--- src/hw/arpc_pkg.sv ---
// Package for the address-translation cache: widths, timing and carrier structs
package arpc_pkg;

	// ----------------------------------------
	// Entry layout
	// ----------------------------------------
	localparam int ENTRY_W = 80;
	localparam int KEY_W = 32;
	localparam int DATA_W = 48;
	localparam int ENTRIES = 16;
	localparam int IDX_W = 4;

	// ----------------------------------------
	// Message field widths and operation codes
	// ----------------------------------------
	localparam int HTYPE_W = 16;
	localparam int PTYPE_W = 16;
	localparam int HLEN_W = 8;
	localparam int PLEN_W = 8;
	localparam int OPER_W = 16;
	localparam logic [OPER_W-1:0] OPER_REQUEST = 16'h0001;
	localparam logic [OPER_W-1:0] OPER_REPLY = 16'h0002;

	// ----------------------------------------
	// Timing
	// ----------------------------------------
	localparam int CLK_PERIOD_PS = 8000;
	localparam int XLATE_TIME_NS = 80;
	localparam int XLATE_CYCLES = (XLATE_TIME_NS * 1000) / CLK_PERIOD_PS;
	localparam int AGE_W = 2;
	localparam logic [AGE_W-1:0] AGE_FRESH = 2'h3;
	localparam logic [AGE_W-1:0] AGE_DEAD = 2'h0;
	localparam int TICK_W = 32;
	localparam int AGE_TICK_CYCLES = 125000000;

	// ----------------------------------------
	// Carriers
	// ----------------------------------------
	typedef struct packed {
		logic [KEY_W-1:0] ip;
		logic [DATA_W-1:0] mac;
	} arpc_entry_t;

	typedef struct packed {
		logic [HTYPE_W-1:0] htype;
		logic [PTYPE_W-1:0] ptype;
		logic [HLEN_W-1:0] hlen;
		logic [PLEN_W-1:0] plen;
		logic [OPER_W-1:0] oper;
		logic [DATA_W-1:0] src_mac;
		logic [KEY_W-1:0] src_ip;
		logic [DATA_W-1:0] dst_mac;
		logic [KEY_W-1:0] dst_ip;
	} arpc_msg_t;

	typedef struct packed {
		logic done;
		logic hit;
		logic miss;
		logic [DATA_W-1:0] mac;
		logic [IDX_W-1:0] index;
	} arpc_result_t;

	typedef enum logic [1:0] {
		ST_IDLE = 2'b00,
		ST_WAIT = 2'b01,
		ST_DONE = 2'b10
	} arpc_state_t;

endpackage

--- src/hw/arpc_cache.sv ---
// Address-translation cache: lookup, learning from ARP traffic, aging
`timescale 1ns/100ps
`default_nettype none

// How it works
// - Each entry holds a 32-bit IP key and 48-bit MAC data, 80 bits.
// - Lookup presents an IP key; a matching entry returns its MAC.
// - Translation completes within 80 ns, independent of entry count.
// - A hit also outputs the matching entry index for external memory.
// - Entries are time-stamped and unused ones expire automatically.
// - Message fields: types 16 bits, lengths 8 bits, opcode 16, four addresses.
// - Protocol addresses are 32 bits, hardware addresses 48 bits.
// - Opcode 0001h marks a request, 0002h a reply.
module arpc_cache #(
	parameter int AGE_TICK = arpc_pkg::AGE_TICK_CYCLES
) (
	// Clock and reset
	input wire logic clk_in,
	input wire logic reset_n_in,
	// Lookup request
	input wire logic lookup_in,
	input wire logic [arpc_pkg::KEY_W-1:0] lookup_ip_in,
	// Received message for learning
	input wire logic msg_valid_in,
	input wire arpc_pkg::arpc_msg_t msg_in,
	// Lookup result
	output logic busy_out,
	output arpc_pkg::arpc_result_t result_out,
	// Learning report
	output logic learned_out,
	output logic is_request_out
);

	// ----------------------------------------
	// Constants and state
	// ----------------------------------------
	localparam int N = arpc_pkg::ENTRIES;
	localparam int IW = arpc_pkg::IDX_W;
	// Fixed latency: the compare and encode take the same cycles whatever the fill
	localparam logic [3:0] LAT = 4'(arpc_pkg::XLATE_CYCLES - 2);

	typedef struct packed {
		arpc_pkg::arpc_state_t st;
		logic [3:0] wait_cnt;
		logic [arpc_pkg::KEY_W-1:0] key;
		logic [arpc_pkg::TICK_W-1:0] tick_cnt;
		logic [IW-1:0] repl;
		logic busy;
		arpc_pkg::arpc_result_t res;
		logic learned;
		logic is_req;
	} arpc_cache_state_t;

	arpc_cache_state_t s_q;
	arpc_cache_state_t s_d;

	// ----------------------------------------
	// Slots
	// ----------------------------------------
	logic [N-1:0] match;
	logic [N-1:0] valid;
	logic [N-1:0] wr;
	logic [N-1:0] touch;
	arpc_pkg::arpc_entry_t entries [N];
	arpc_pkg::arpc_entry_t new_entry;
	logic [arpc_pkg::KEY_W-1:0] cmp_key;
	logic age_tick;

	genvar g;
	generate
		for (g = 0; g < N; g++) begin : g_slot
			arpc_slot u_slot (
				.clk_in(clk_in),
				.reset_n_in(reset_n_in),
				.write_in(wr[g]),
				.touch_in(touch[g]),
				.age_tick_in(age_tick),
				.entry_in(new_entry),
				.key_in(cmp_key),
				.match_out(match[g]),
				.valid_out(valid[g]),
				.entry_out(entries[g])
			);
		end
	endgenerate

	// ----------------------------------------
	// Match encode and learning decode
	// ----------------------------------------
	logic hit;
	logic [IW-1:0] hit_idx;
	logic msg_ok;
	logic msg_req;
	logic learn_hit;
	logic [IW-1:0] learn_idx;
	logic free_found;
	logic [IW-1:0] free_idx;
	logic [IW-1:0] wr_idx;

	// Sender address compare shares the key bus only when no lookup is running
	assign cmp_key = (s_q.st == arpc_pkg::ST_IDLE) ? msg_in.src_ip : s_q.key;

	always_comb begin
		hit = 1'b0;
		hit_idx = '0;
		free_found = 1'b0;
		free_idx = '0;
		for (int i = N - 1; i >= 0; i--) begin
			if (match[i]) begin
				hit = 1'b1;
				hit_idx = IW'(i);
			end
			if (!valid[i]) begin
				free_found = 1'b1;
				free_idx = IW'(i);
			end
		end
	end

	always_comb begin
		// Only IPv4-over-Ethernet sized messages are learned
		msg_ok = msg_valid_in
			&& (msg_in.hlen == arpc_pkg::HLEN_W'(arpc_pkg::DATA_W / 8))
			&& (msg_in.plen == arpc_pkg::PLEN_W'(arpc_pkg::KEY_W / 8))
			&& ((msg_in.oper == arpc_pkg::OPER_REQUEST)
			|| (msg_in.oper == arpc_pkg::OPER_REPLY));
		msg_req = msg_in.oper == arpc_pkg::OPER_REQUEST;
		learn_hit = hit && (s_q.st == arpc_pkg::ST_IDLE);
		learn_idx = hit_idx;
		// Refresh an existing mapping in place, else a free slot, else round robin
		wr_idx = learn_hit ? learn_idx : (free_found ? free_idx : s_q.repl);
		new_entry.ip = msg_in.src_ip;
		new_entry.mac = msg_in.src_mac;
	end

	// ----------------------------------------
	// Write and refresh strobes
	// ----------------------------------------
	// A message is dropped while a lookup owns the comparators or is being requested; the caller must hold off
	always_comb begin
		wr = '0;
		touch = '0;
		if (msg_ok && (s_q.st == arpc_pkg::ST_IDLE) && !lookup_in) begin
			wr[wr_idx] = 1'b1;
		end
		if ((s_q.st == arpc_pkg::ST_DONE) && hit) begin
			touch[hit_idx] = 1'b1;
		end
	end

	// One shared prescaler ages every slot on the same tick
	assign age_tick = s_q.tick_cnt == arpc_pkg::TICK_W'(AGE_TICK - 1);

	// ----------------------------------------
	// Lookup sequencing
	// ----------------------------------------
	always_comb begin
		s_d = s_q;
		s_d.res.done = 1'b0;
		s_d.learned = 1'b0;
		s_d.tick_cnt = age_tick ? '0 : s_q.tick_cnt + 1'b1;
		if (|wr) begin
			s_d.learned = 1'b1;
			s_d.is_req = msg_req;
			if (!learn_hit && !free_found) begin
				s_d.repl = s_q.repl + 1'b1;
			end
		end
		case (s_q.st)
			arpc_pkg::ST_IDLE: begin
				if (lookup_in) begin
					s_d.key = lookup_ip_in;
					s_d.wait_cnt = LAT;
					s_d.busy = 1'b1;
					s_d.st = arpc_pkg::ST_WAIT;
				end
			end
			arpc_pkg::ST_WAIT: begin
				s_d.wait_cnt = s_q.wait_cnt - 1'b1;
				if (s_q.wait_cnt == 4'h1) begin
					s_d.st = arpc_pkg::ST_DONE;
				end
			end
			arpc_pkg::ST_DONE: begin
				s_d.res.done = 1'b1;
				s_d.res.hit = hit;
				s_d.res.miss = !hit;
				s_d.res.mac = hit ? entries[hit_idx].mac : '0;
				s_d.res.index = hit_idx;
				s_d.busy = 1'b0;
				s_d.st = arpc_pkg::ST_IDLE;
			end
			default: begin
				s_d.st = arpc_pkg::ST_IDLE;
			end
		endcase
	end

	always_ff @(posedge clk_in or negedge reset_n_in) begin
		if (!reset_n_in) begin
			s_q <= '0;
		end else begin
			s_q <= s_d;
		end
	end

	// ----------------------------------------
	// Outputs
	// ----------------------------------------
	// Every output leaves straight from the state register, no logic after it
	assign busy_out = s_q.busy;
	assign result_out = s_q.res;
	assign learned_out = s_q.learned;
	assign is_request_out = s_q.is_req;

endmodule
`default_nettype wire

--- src/hw/arpc_slot.sv ---
// One cache slot: stored entry, valid bit, age counter and key comparator
`timescale 1ns/100ps
`default_nettype none

module arpc_slot (
	// Clock and reset
	input wire logic clk_in,
	input wire logic reset_n_in,
	// Control
	input wire logic write_in,
	input wire logic touch_in,
	input wire logic age_tick_in,
	input wire arpc_pkg::arpc_entry_t entry_in,
	input wire logic [arpc_pkg::KEY_W-1:0] key_in,
	// Status
	output logic match_out,
	output logic valid_out,
	output arpc_pkg::arpc_entry_t entry_out
);

	typedef struct packed {
		logic valid;
		logic [arpc_pkg::AGE_W-1:0] age;
		arpc_pkg::arpc_entry_t entry;
	} arpc_slot_state_t;

	arpc_slot_state_t s_q;
	arpc_slot_state_t s_d;

	always_comb begin
		s_d = s_q;
		if (write_in) begin
			s_d.valid = 1'b1;
			s_d.entry = entry_in;
			s_d.age = arpc_pkg::AGE_FRESH;
		end else if (touch_in) begin
			s_d.age = arpc_pkg::AGE_FRESH;
		end else if (age_tick_in && s_q.valid) begin
			// Stale entries drop out on their own, no outside sweep needed
			if (s_q.age == arpc_pkg::AGE_DEAD) begin
				s_d.valid = 1'b0;
			end else begin
				s_d.age = s_q.age - 1'b1;
			end
		end
	end

	always_ff @(posedge clk_in or negedge reset_n_in) begin
		if (!reset_n_in) begin
			s_q <= '0;
		end else begin
			s_q <= s_d;
		end
	end

	assign match_out = s_q.valid && (s_q.entry.ip == key_in);
	assign valid_out = s_q.valid;
	assign entry_out = s_q.entry;

endmodule
`default_nettype wire

--- config.mk ---
export PLATFORM = sky130hd
export DESIGN_NAME = arpc_cache
export DESIGN_NICKNAME = d
export VERILOG_FILES = /design/src/hw/arpc_pkg.sv /design/src/hw/arpc_cache.sv /design/src/hw/arpc_slot.sv
export SDC_FILE = /design/constraint.sdc
export NUM_CORES = 2
export LEC_CHECK = 0
export BUFFER_PORTS_ARGS = -buffer_cell sky130_fd_sc_hd__buf_4
export CAP_MARGIN = 30
export CELL_PAD_IN_SITES_DETAIL_PLACEMENT = 2
export CELL_PAD_IN_SITES_GLOBAL_PLACEMENT = 2
export CORE_MARGIN = 1
export CORE_UTILIZATION = 40
export DETAILED_ROUTE_END_ITERATION = 8
export GPL_TIMING_DRIVEN = 0
export HOLD_SLACK_MARGIN = 0.1
export PLACE_DENSITY_LB_ADDON = 0.1
export RECOVER_POWER = 50
export SYNTH_ARGS = -nofsm -noshare
export SYNTH_HDL_FRONTEND = slang
export SYNTH_SLANG_ARGS = --single-unit
--- constraint.sdc ---
create_clock -name clk_in -period 7.1 [get_ports clk_in]
set_clock_uncertainty 0.1 [all_clocks]
set_input_delay 1.775 -clock clk_in [delete_from_list [all_inputs] [get_ports clk_in]]
set_output_delay 1.775 -clock clk_in [all_outputs]
set_load 0.01 [all_outputs]
; ---- Word-level counts from Yosys, hierarchy flattened
; Index checks and enable logic that the tools add are counted.
[op_classes]
add_sub_neg = 19
n_mux = 182
order_cmp = 5
n_bitwise = 1
reduce_logical = 152
n_eq_ne = 58
[op_table]
columns = operator, n
row1 = 32-bit == test, 16
row2 = 80-bit binary-select mux with 4-bit select, 1
row3 = 48-bit 2-to-1 mux, 3
row4 = 4-bit 2-to-1 mux, 34
row5 = 3-bit 2-to-1 mux, 32
row6 = 2-bit 2-to-1 mux, 34
row7 = 2-bit nonzero test, 34
row8 = 1-bit 2-to-1 mux, 67
row9 = 32-bit 2-to-1 mux, 2
row10 = 55-bit 2-to-1 mux, 1
row11 = "3-bit != test, second input constant", 16
row12 = 3-bit AND reduction, 16
row13 = 3-bit nonzero test, 16
row14 = 1-bit logical AND, 42
row15 = 2-bit AND reduction, 21
row16 = 38-bit 2-to-1 mux, 1
row17 = "2-bit != test, second input constant", 18
row18 = 2-bit zero test, 17
row19 = "32-bit by 1-bit adder with 32-bit output, second input constant", 1
row20 = "32-bit by 27-bit == test with 1-bit output, second input constant", 1
row21 = 16-bit 2-to-1 mux, 2
row22 = "2-bit by 1-bit subtractor with 2-bit output, second input constant", 16
row23 = "16-bit by 1-bit == test with 1-bit output, second input constant", 1
row24 = "16-bit by 2-bit == test with 1-bit output, second input constant", 1
row25 = other kinds (17), 24
[totals]
in_bits = 260
output_inout_bits = 58
word_cells = 494
register_bits = 1460

; ---- Longest topological paths before layout
[depth]
depth_word = 29
mapped_depth = 26
mapped_depth_nobuf = 13

; ---- Cells and area by module
; Synthesis repeated with hierarchy kept, for this count alone.
[unflattened]
hier_cells = 6777
hier_area_um2 = 77648.2
[modules_own_cells]
columns = module, seq_area_each_um2, area_per_inst_um2, cells_per_inst, instances
row1 = arpc_slot, 2077.0, 4048.9, 308, 16
row2 = arpc_cache, 3303.2, 12866.1, 1849, 1

; ---- Worst setup path after synthesis
; OpenSTA, ideal clock, no wires.
[synth_timing]
path_kind = input port to flip-flop
startpoint = in msg_in[98] (netlist name)
endpoint = reg g_slot[3].u_slot.s_q, in the netlist g_slot[3].u_slot.entry_out[10]
n_path_buf = 6
setup_ns = 0.125
path_stages = 19
required_time_ns = 6.875
setup_slack_ns = 0.521
t_arrival_ns = 6.354
cell_sequence = clkbuf_1 > or3b_2 > clkbuf_1 > and2_1 > buf_2 > xnor2_1 > or4_1 > or4_1 > nor4_4 > o21ba_2 > o2111a_1 > o41a_1 > buf_4 > o211ai_2 > a21oi_2 > and2_1 > buf_4 > buf_4 > mux2_2
[synth_between]
elab_chain_cells = 26
elab_cells_between_ends = 73
classes_between = order compare: 2 / eq/ne: 16 / mux: 37 / reduce/logical: 18
[synth_rtl]
columns = item, line
row1 = from (decl), arpc_cache.sv:25  ; input wire arpc_pkg::arpc_msg_t msg_in,
row2 = 32-bit 2-to-1 mux *, arpc_cache.sv:101  ; assign cmp_key = (s_q.st == arpc_pkg::ST_IDLE) ? msg_in.src_ip : s_q.key;
row3 = 32-bit == test, arpc_slot.sv:56  ; assign match_out = s_q.valid && (s_q.entry.ip == key_in);
row4 = 1-bit logical AND, arpc_slot.sv:56
row5 = 1-bit 2-to-1 mux (16 in series), arpc_cache.sv:109  ; if (match[i]) begin
row6 = 1-bit logical AND, arpc_cache.sv:128  ; learn_hit = hit && (s_q.st == arpc_pkg::ST_IDLE);
row7 = 4-bit 2-to-1 mux *, arpc_cache.sv:131  ; wr_idx = learn_hit ? learn_idx : (free_found ? free_idx : s_q.repl);
row8 = 4-bit by 5-bit less-than comparator with 1-bit output (implied by the code) or 4-bit by 1-bit greater-or-equal comparator with 1-bit output (tied branches), arpc_cache.sv:144  ; wr[wr_idx] = 1'b1;
row9 = 1-bit logical AND (implied by the code), arpc_cache.sv:144
row10 = 1-bit 2-to-1 mux (implied by the code), arpc_cache.sv:144
row11 = 1-bit demux with 4-bit select *, arpc_cache.sv:144
row12 = 16-bit 2-to-1 mux *, arpc_cache.sv:143  ; if (msg_ok && (s_q.st == arpc_pkg::ST_IDLE) && !lookup_in) begin
row13 = to (signal assigned), arpc_slot.sv:50  ; s_q <= '0;
row14 = to (signal assigned), arpc_slot.sv:52  ; s_q <= s_d;
row15 = to (decl), arpc_slot.sv:27  ; arpc_slot_state_t s_q;
; Mark *: on every way between the ends. The rest lies on a longest branch, timed or not.
; A chain may end at the register's enable or synchronous reset.

; ---- Worst setup path in the final report
[layout_timing]
startpoint = in msg_in[111] (netlist name)
endpoint = reg g_slot[4].u_slot.s_q, in the netlist g_slot[4].u_slot.entry_out[19]
[layout_between]
elab_chain_cells = 26
elab_cells_between_ends = 73
classes_between = order compare: 2 / eq/ne: 16 / mux: 37 / reduce/logical: 18
[layout_rtl]
columns = item, line
row1 = 32-bit 2-to-1 mux *, arpc_cache.sv:101
row2 = 32-bit == test, arpc_slot.sv:56
row3 = 1-bit logical AND, arpc_slot.sv:56
row4 = 1-bit 2-to-1 mux (16 in series), arpc_cache.sv:109
row5 = 1-bit logical AND, arpc_cache.sv:128
row6 = 4-bit 2-to-1 mux *, arpc_cache.sv:131
row7 = 4-bit by 5-bit less-than comparator with 1-bit output (implied by the code) or 4-bit by 1-bit greater-or-equal comparator with 1-bit output (tied branches), arpc_cache.sv:144
row8 = 1-bit logical AND (implied by the code), arpc_cache.sv:144
row9 = 1-bit 2-to-1 mux (implied by the code), arpc_cache.sv:144
row10 = 1-bit demux with 4-bit select *, arpc_cache.sv:144
row11 = 16-bit 2-to-1 mux *, arpc_cache.sv:143
row12 = to (signal assigned), arpc_slot.sv:50
row13 = to (signal assigned), arpc_slot.sv:52
row14 = to (decl), arpc_slot.sv:27
; Marks and branches as above.

==> results.cfg <==
[yosys]
synth_seq_area_share = 0.477
ys_ff_latch = 1460
synth_nets = 7227
synth-edff-count = 0
netlist-cell-type-count = 106
synth_top_area_frac = 0.477
yosys.area.top_type = dfrtp_1
ys_async_sr_fraction = 1.00
syn_area_per_cell_um2 = 11.0
synth_area_leaders = dfrtp_1, mux2_2, mux2_1
ys_warn_count = 0
synthCells = 6947
synth_ff_type = dfrtp_1
syn_area_um2 = 76600

[clock_network]
clock_tree.buffer_depth = 3
cts_tree = done
postCtsHoldBufs = 0
clk-insertion-delay-late_ns = 0.87
clockRootBuffer = clkbuf_16
htreeDepth = 4
path_clk_slew_ns = 0.06
clock-sinks = 1460
cts_buffers = 177

[sta]
post-route-min-period_ns = 7.25
hold_viol_final = 0
setup_viol = 668
tightest_slew_ns = 4.34
tns_ns = -34.66
report.final.slew_viol_count = 568
period_share = 1.02
fin_ws_ns = -0.151
fmax_ghz = 0.138
slew_headroom = -1.89

[place]
globalplace.congestion = 1.02
hpwl_um = 330000
dpl_worst_slack_ns = -3.22
portBuffers = 195
placed_cell_area_um2 = 83500
dp_cells = 9801

[job]
max_cap_viol_count = 4

[setup_path]
arrival_ns = 7.88
r2r-start = s_q[130]
reg2reg_to = g_slot[13].u_slot.entry_out[9]
startpoint_type = input pin
path_max_fanout = 10
reg2reg_depth = 22
crit_required_ns = 7.73
crit_type = input pin to flop
endpoint_kind = flop
r2r_slack_ns = -0.12

[floorplanning]
initial_core_util = 0.403
core-area_um2 = 190000
die_w_um = 440
die-area_um2 = 193000
ios = 318
dieHeight_um = 440
rows = 160

[hold_path]
hold_path_end = s_q[61]
holdCritStartpoint = s_q[61]
hold_depth = 1
worst_hold_path_type = flop to flop

[pwr]
swShare = 0.402
pwr-share-seq = 0.318
leakagePower_uw = 0.0433
switchingPower_uw = 11000
peakVddDrop_uv = 211
power.share.clock = 0.348
pwr-share-comb = 0.333
p_per_area_nw_per_um2 = 301
internal_power_uw = 16300

[layout]
finalInstanceArea_um2 = 90800
area_growth_pct = 18.5
utilization = 0.477
nNetsFinal = 7763
layout-drive-gt1-share = 0.284
mostFrequentLayoutCells = dfrtp_1, mux2_2, nand2_1
fill_cells = 19100
instances_no_fill = 10200
final_common_cell = dfrtp_1

[global_route]
grt_max_degree = 166
gr-total-overflow = 0
grt_first_pass_wirelength_um = 608000
grt_usage = 0.461
antenna_found_initial = 47
grt_pass1_vias = 71400

[drt]
drtAntennaViolNets = 0
initialDrtViolationCount = 6693
drc = 0
dr.pass1.iters = 8
drt-wirelength-per-cell_um = 44.3
routed-via-count = 68300
wl_um = 452000
routed_via_density = 6.70

[status]
status = complete, but fails checks
failed_checks = max-capacitance violations, max-slew violations, negative setup slack
## area by class of cell
type / count / area (um2) / share of cell area
Multi-Input combinational cell: 4690 / 36700 / 0.405
Clock buffer: 275 / 5320 / 0.0586
Sequential cell: 1460 / 36500 / 0.402
Buffer: 614 / 3830 / 0.0422
Inverter: 164 / 618 / 0.00681
Timing Repair Buffer: 376 / 3770 / 0.0416
Tap cell: 2511 / 3140 / 0.0346
Clock inverter: 45 / 648 / 0.00714
Antenna cell: 63 / 158 / 0.00174
## sequential cells by signal, summed over array words and instances (netlist names)
signal and cells:
busy_out 1, is_request_out 1, g_slot.u_slot.valid_out 16, s_q 74, learned_out 1, g_slot.u_slot.s_q 32
g_slot.u_slot.entry_out 1280, result_out 55
## cells in the mapped netlist, types with 18 or more instances
library cell / count
nor3_1: 56
o221ai_1: 23
a32oi_1: 35
inv_1: 160
buf_1: 18
o22ai_1: 32
ha_1: 20
buf_2: 142
nand3_1: 151
and3_1: 218
mux2i_1: 67
mux2_4: 43
a31oi_1: 27
o21ai_1: 22
clkbuf_1: 324
o21ai_0: 240
or4_1: 40
a21oi_1: 374
nand2_1: 495
buf_6: 31
mux2_1: 350
o2111ai_1: 35
mux2_2: 882
a211oi_1: 28
or3_1: 24
nor2b_1: 29
nand4_1: 86
a221oi_1: 74
dfrtp_1: 1460
nor4b_1: 36
xnor2_1: 232
a2111oi_0: 34
or2_2: 28
and2_1: 62
o31ai_1: 25
nor4_1: 262
a221o_1: 35
or3b_1: 19
nor2_1: 116
a21o_1: 25
buf_4: 118
nand2b_1: 87
xor2_1: 77
## worst max-delay path by stage
| stage | end | start | slack [ns] |
|---|---|---|---|
| 2_1_floorplan | g_slot[3].u_slot.entry_out[10] | msg_in[98] | 0.52 |
| 3_3_place_gp | g_slot[1].u_slot.entry_out[18] | reset_n_in | -14.88 |
| 3_5_place_dp | g_slot[2].u_slot.entry_out[4] | msg_in[84] | -3.22 |
| 4_1_cts | g_slot[1].u_slot.entry_out[14] | msg_in[97] | -0.06 |
| 5_1_grt | g_slot[0].u_slot.entry_out[11] | msg_in[100] | -0.005 |
| 6_report | g_slot[4].u_slot.entry_out[19] | msg_in[111] | -0.15 |
## kinds of logic after synthesis
group | synth area share
fa+ha+maj | 0.00327
buf+inv | 0.0502
xor+xnor | 0.0353
flops | 0.477
mux | 0.198
simple gates | 0.131
compound gates | 0.104
## per-stage QoR
stage	total power (uW)	hold WS [ns]
final	27300	0.375
after global routing	27500	0.384
after CTS	26800	0.382
after detailed placement	17300	0.369
after global placement	16800	0.358
after floorplan	12500	0.340
## critical path, stage by stage
cell	delay, ns
buf_4	0.14
or3b_1	0.18
clkbuf_1	0.54
and2_1	0.22
buf_2	0.46
o221ai_1	0.44
or4_1	0.61
or4_4	0.59
o21ai_0	0.21
a311oi_4	0.23
o21a_1	0.22
buf_2	0.21
o21ai_4	0.26
nand2_1	0.12
buf_4	0.25
a31oi_4	0.36
buf_4	0.22
nor2_4	0.04
buf_12	0.15
buf_6	0.22
mux2_1	0.35
## per-layer routing
layer	part of all wire	routed length, um	up-vias	GRT usage
met3	0.084	38000	1615	0.115
met4	0.11	50900	8	0.440
met5	0.00015	66	-	0
met1	0.37	165000	36400	0.533
met2	0.44	198000	3800	0.696
li1	-	-	26500	-
## power by group through the flow
stage          Combinational [uW]  Clock (uW)  Sequential [uW]
3_3_place_gp                 8010           0             8820
5_1_grt                      8990        9830             8670
6_report                     9110        9520             8700
2_1_floorplan                3900           0             8650
3_5_place_dp                 8450           0             8820
4_1_cts                      8600        9560             8680
## what timing repair did
item | in CTS | in global routing
setup buffers | 28 | 3
pin swaps | 19 | 4
gates resized for setup | 269 | 106
setup endpoints to repair | 1383 | 1309
No activity file was read; power rests on OpenSTA's default activity.
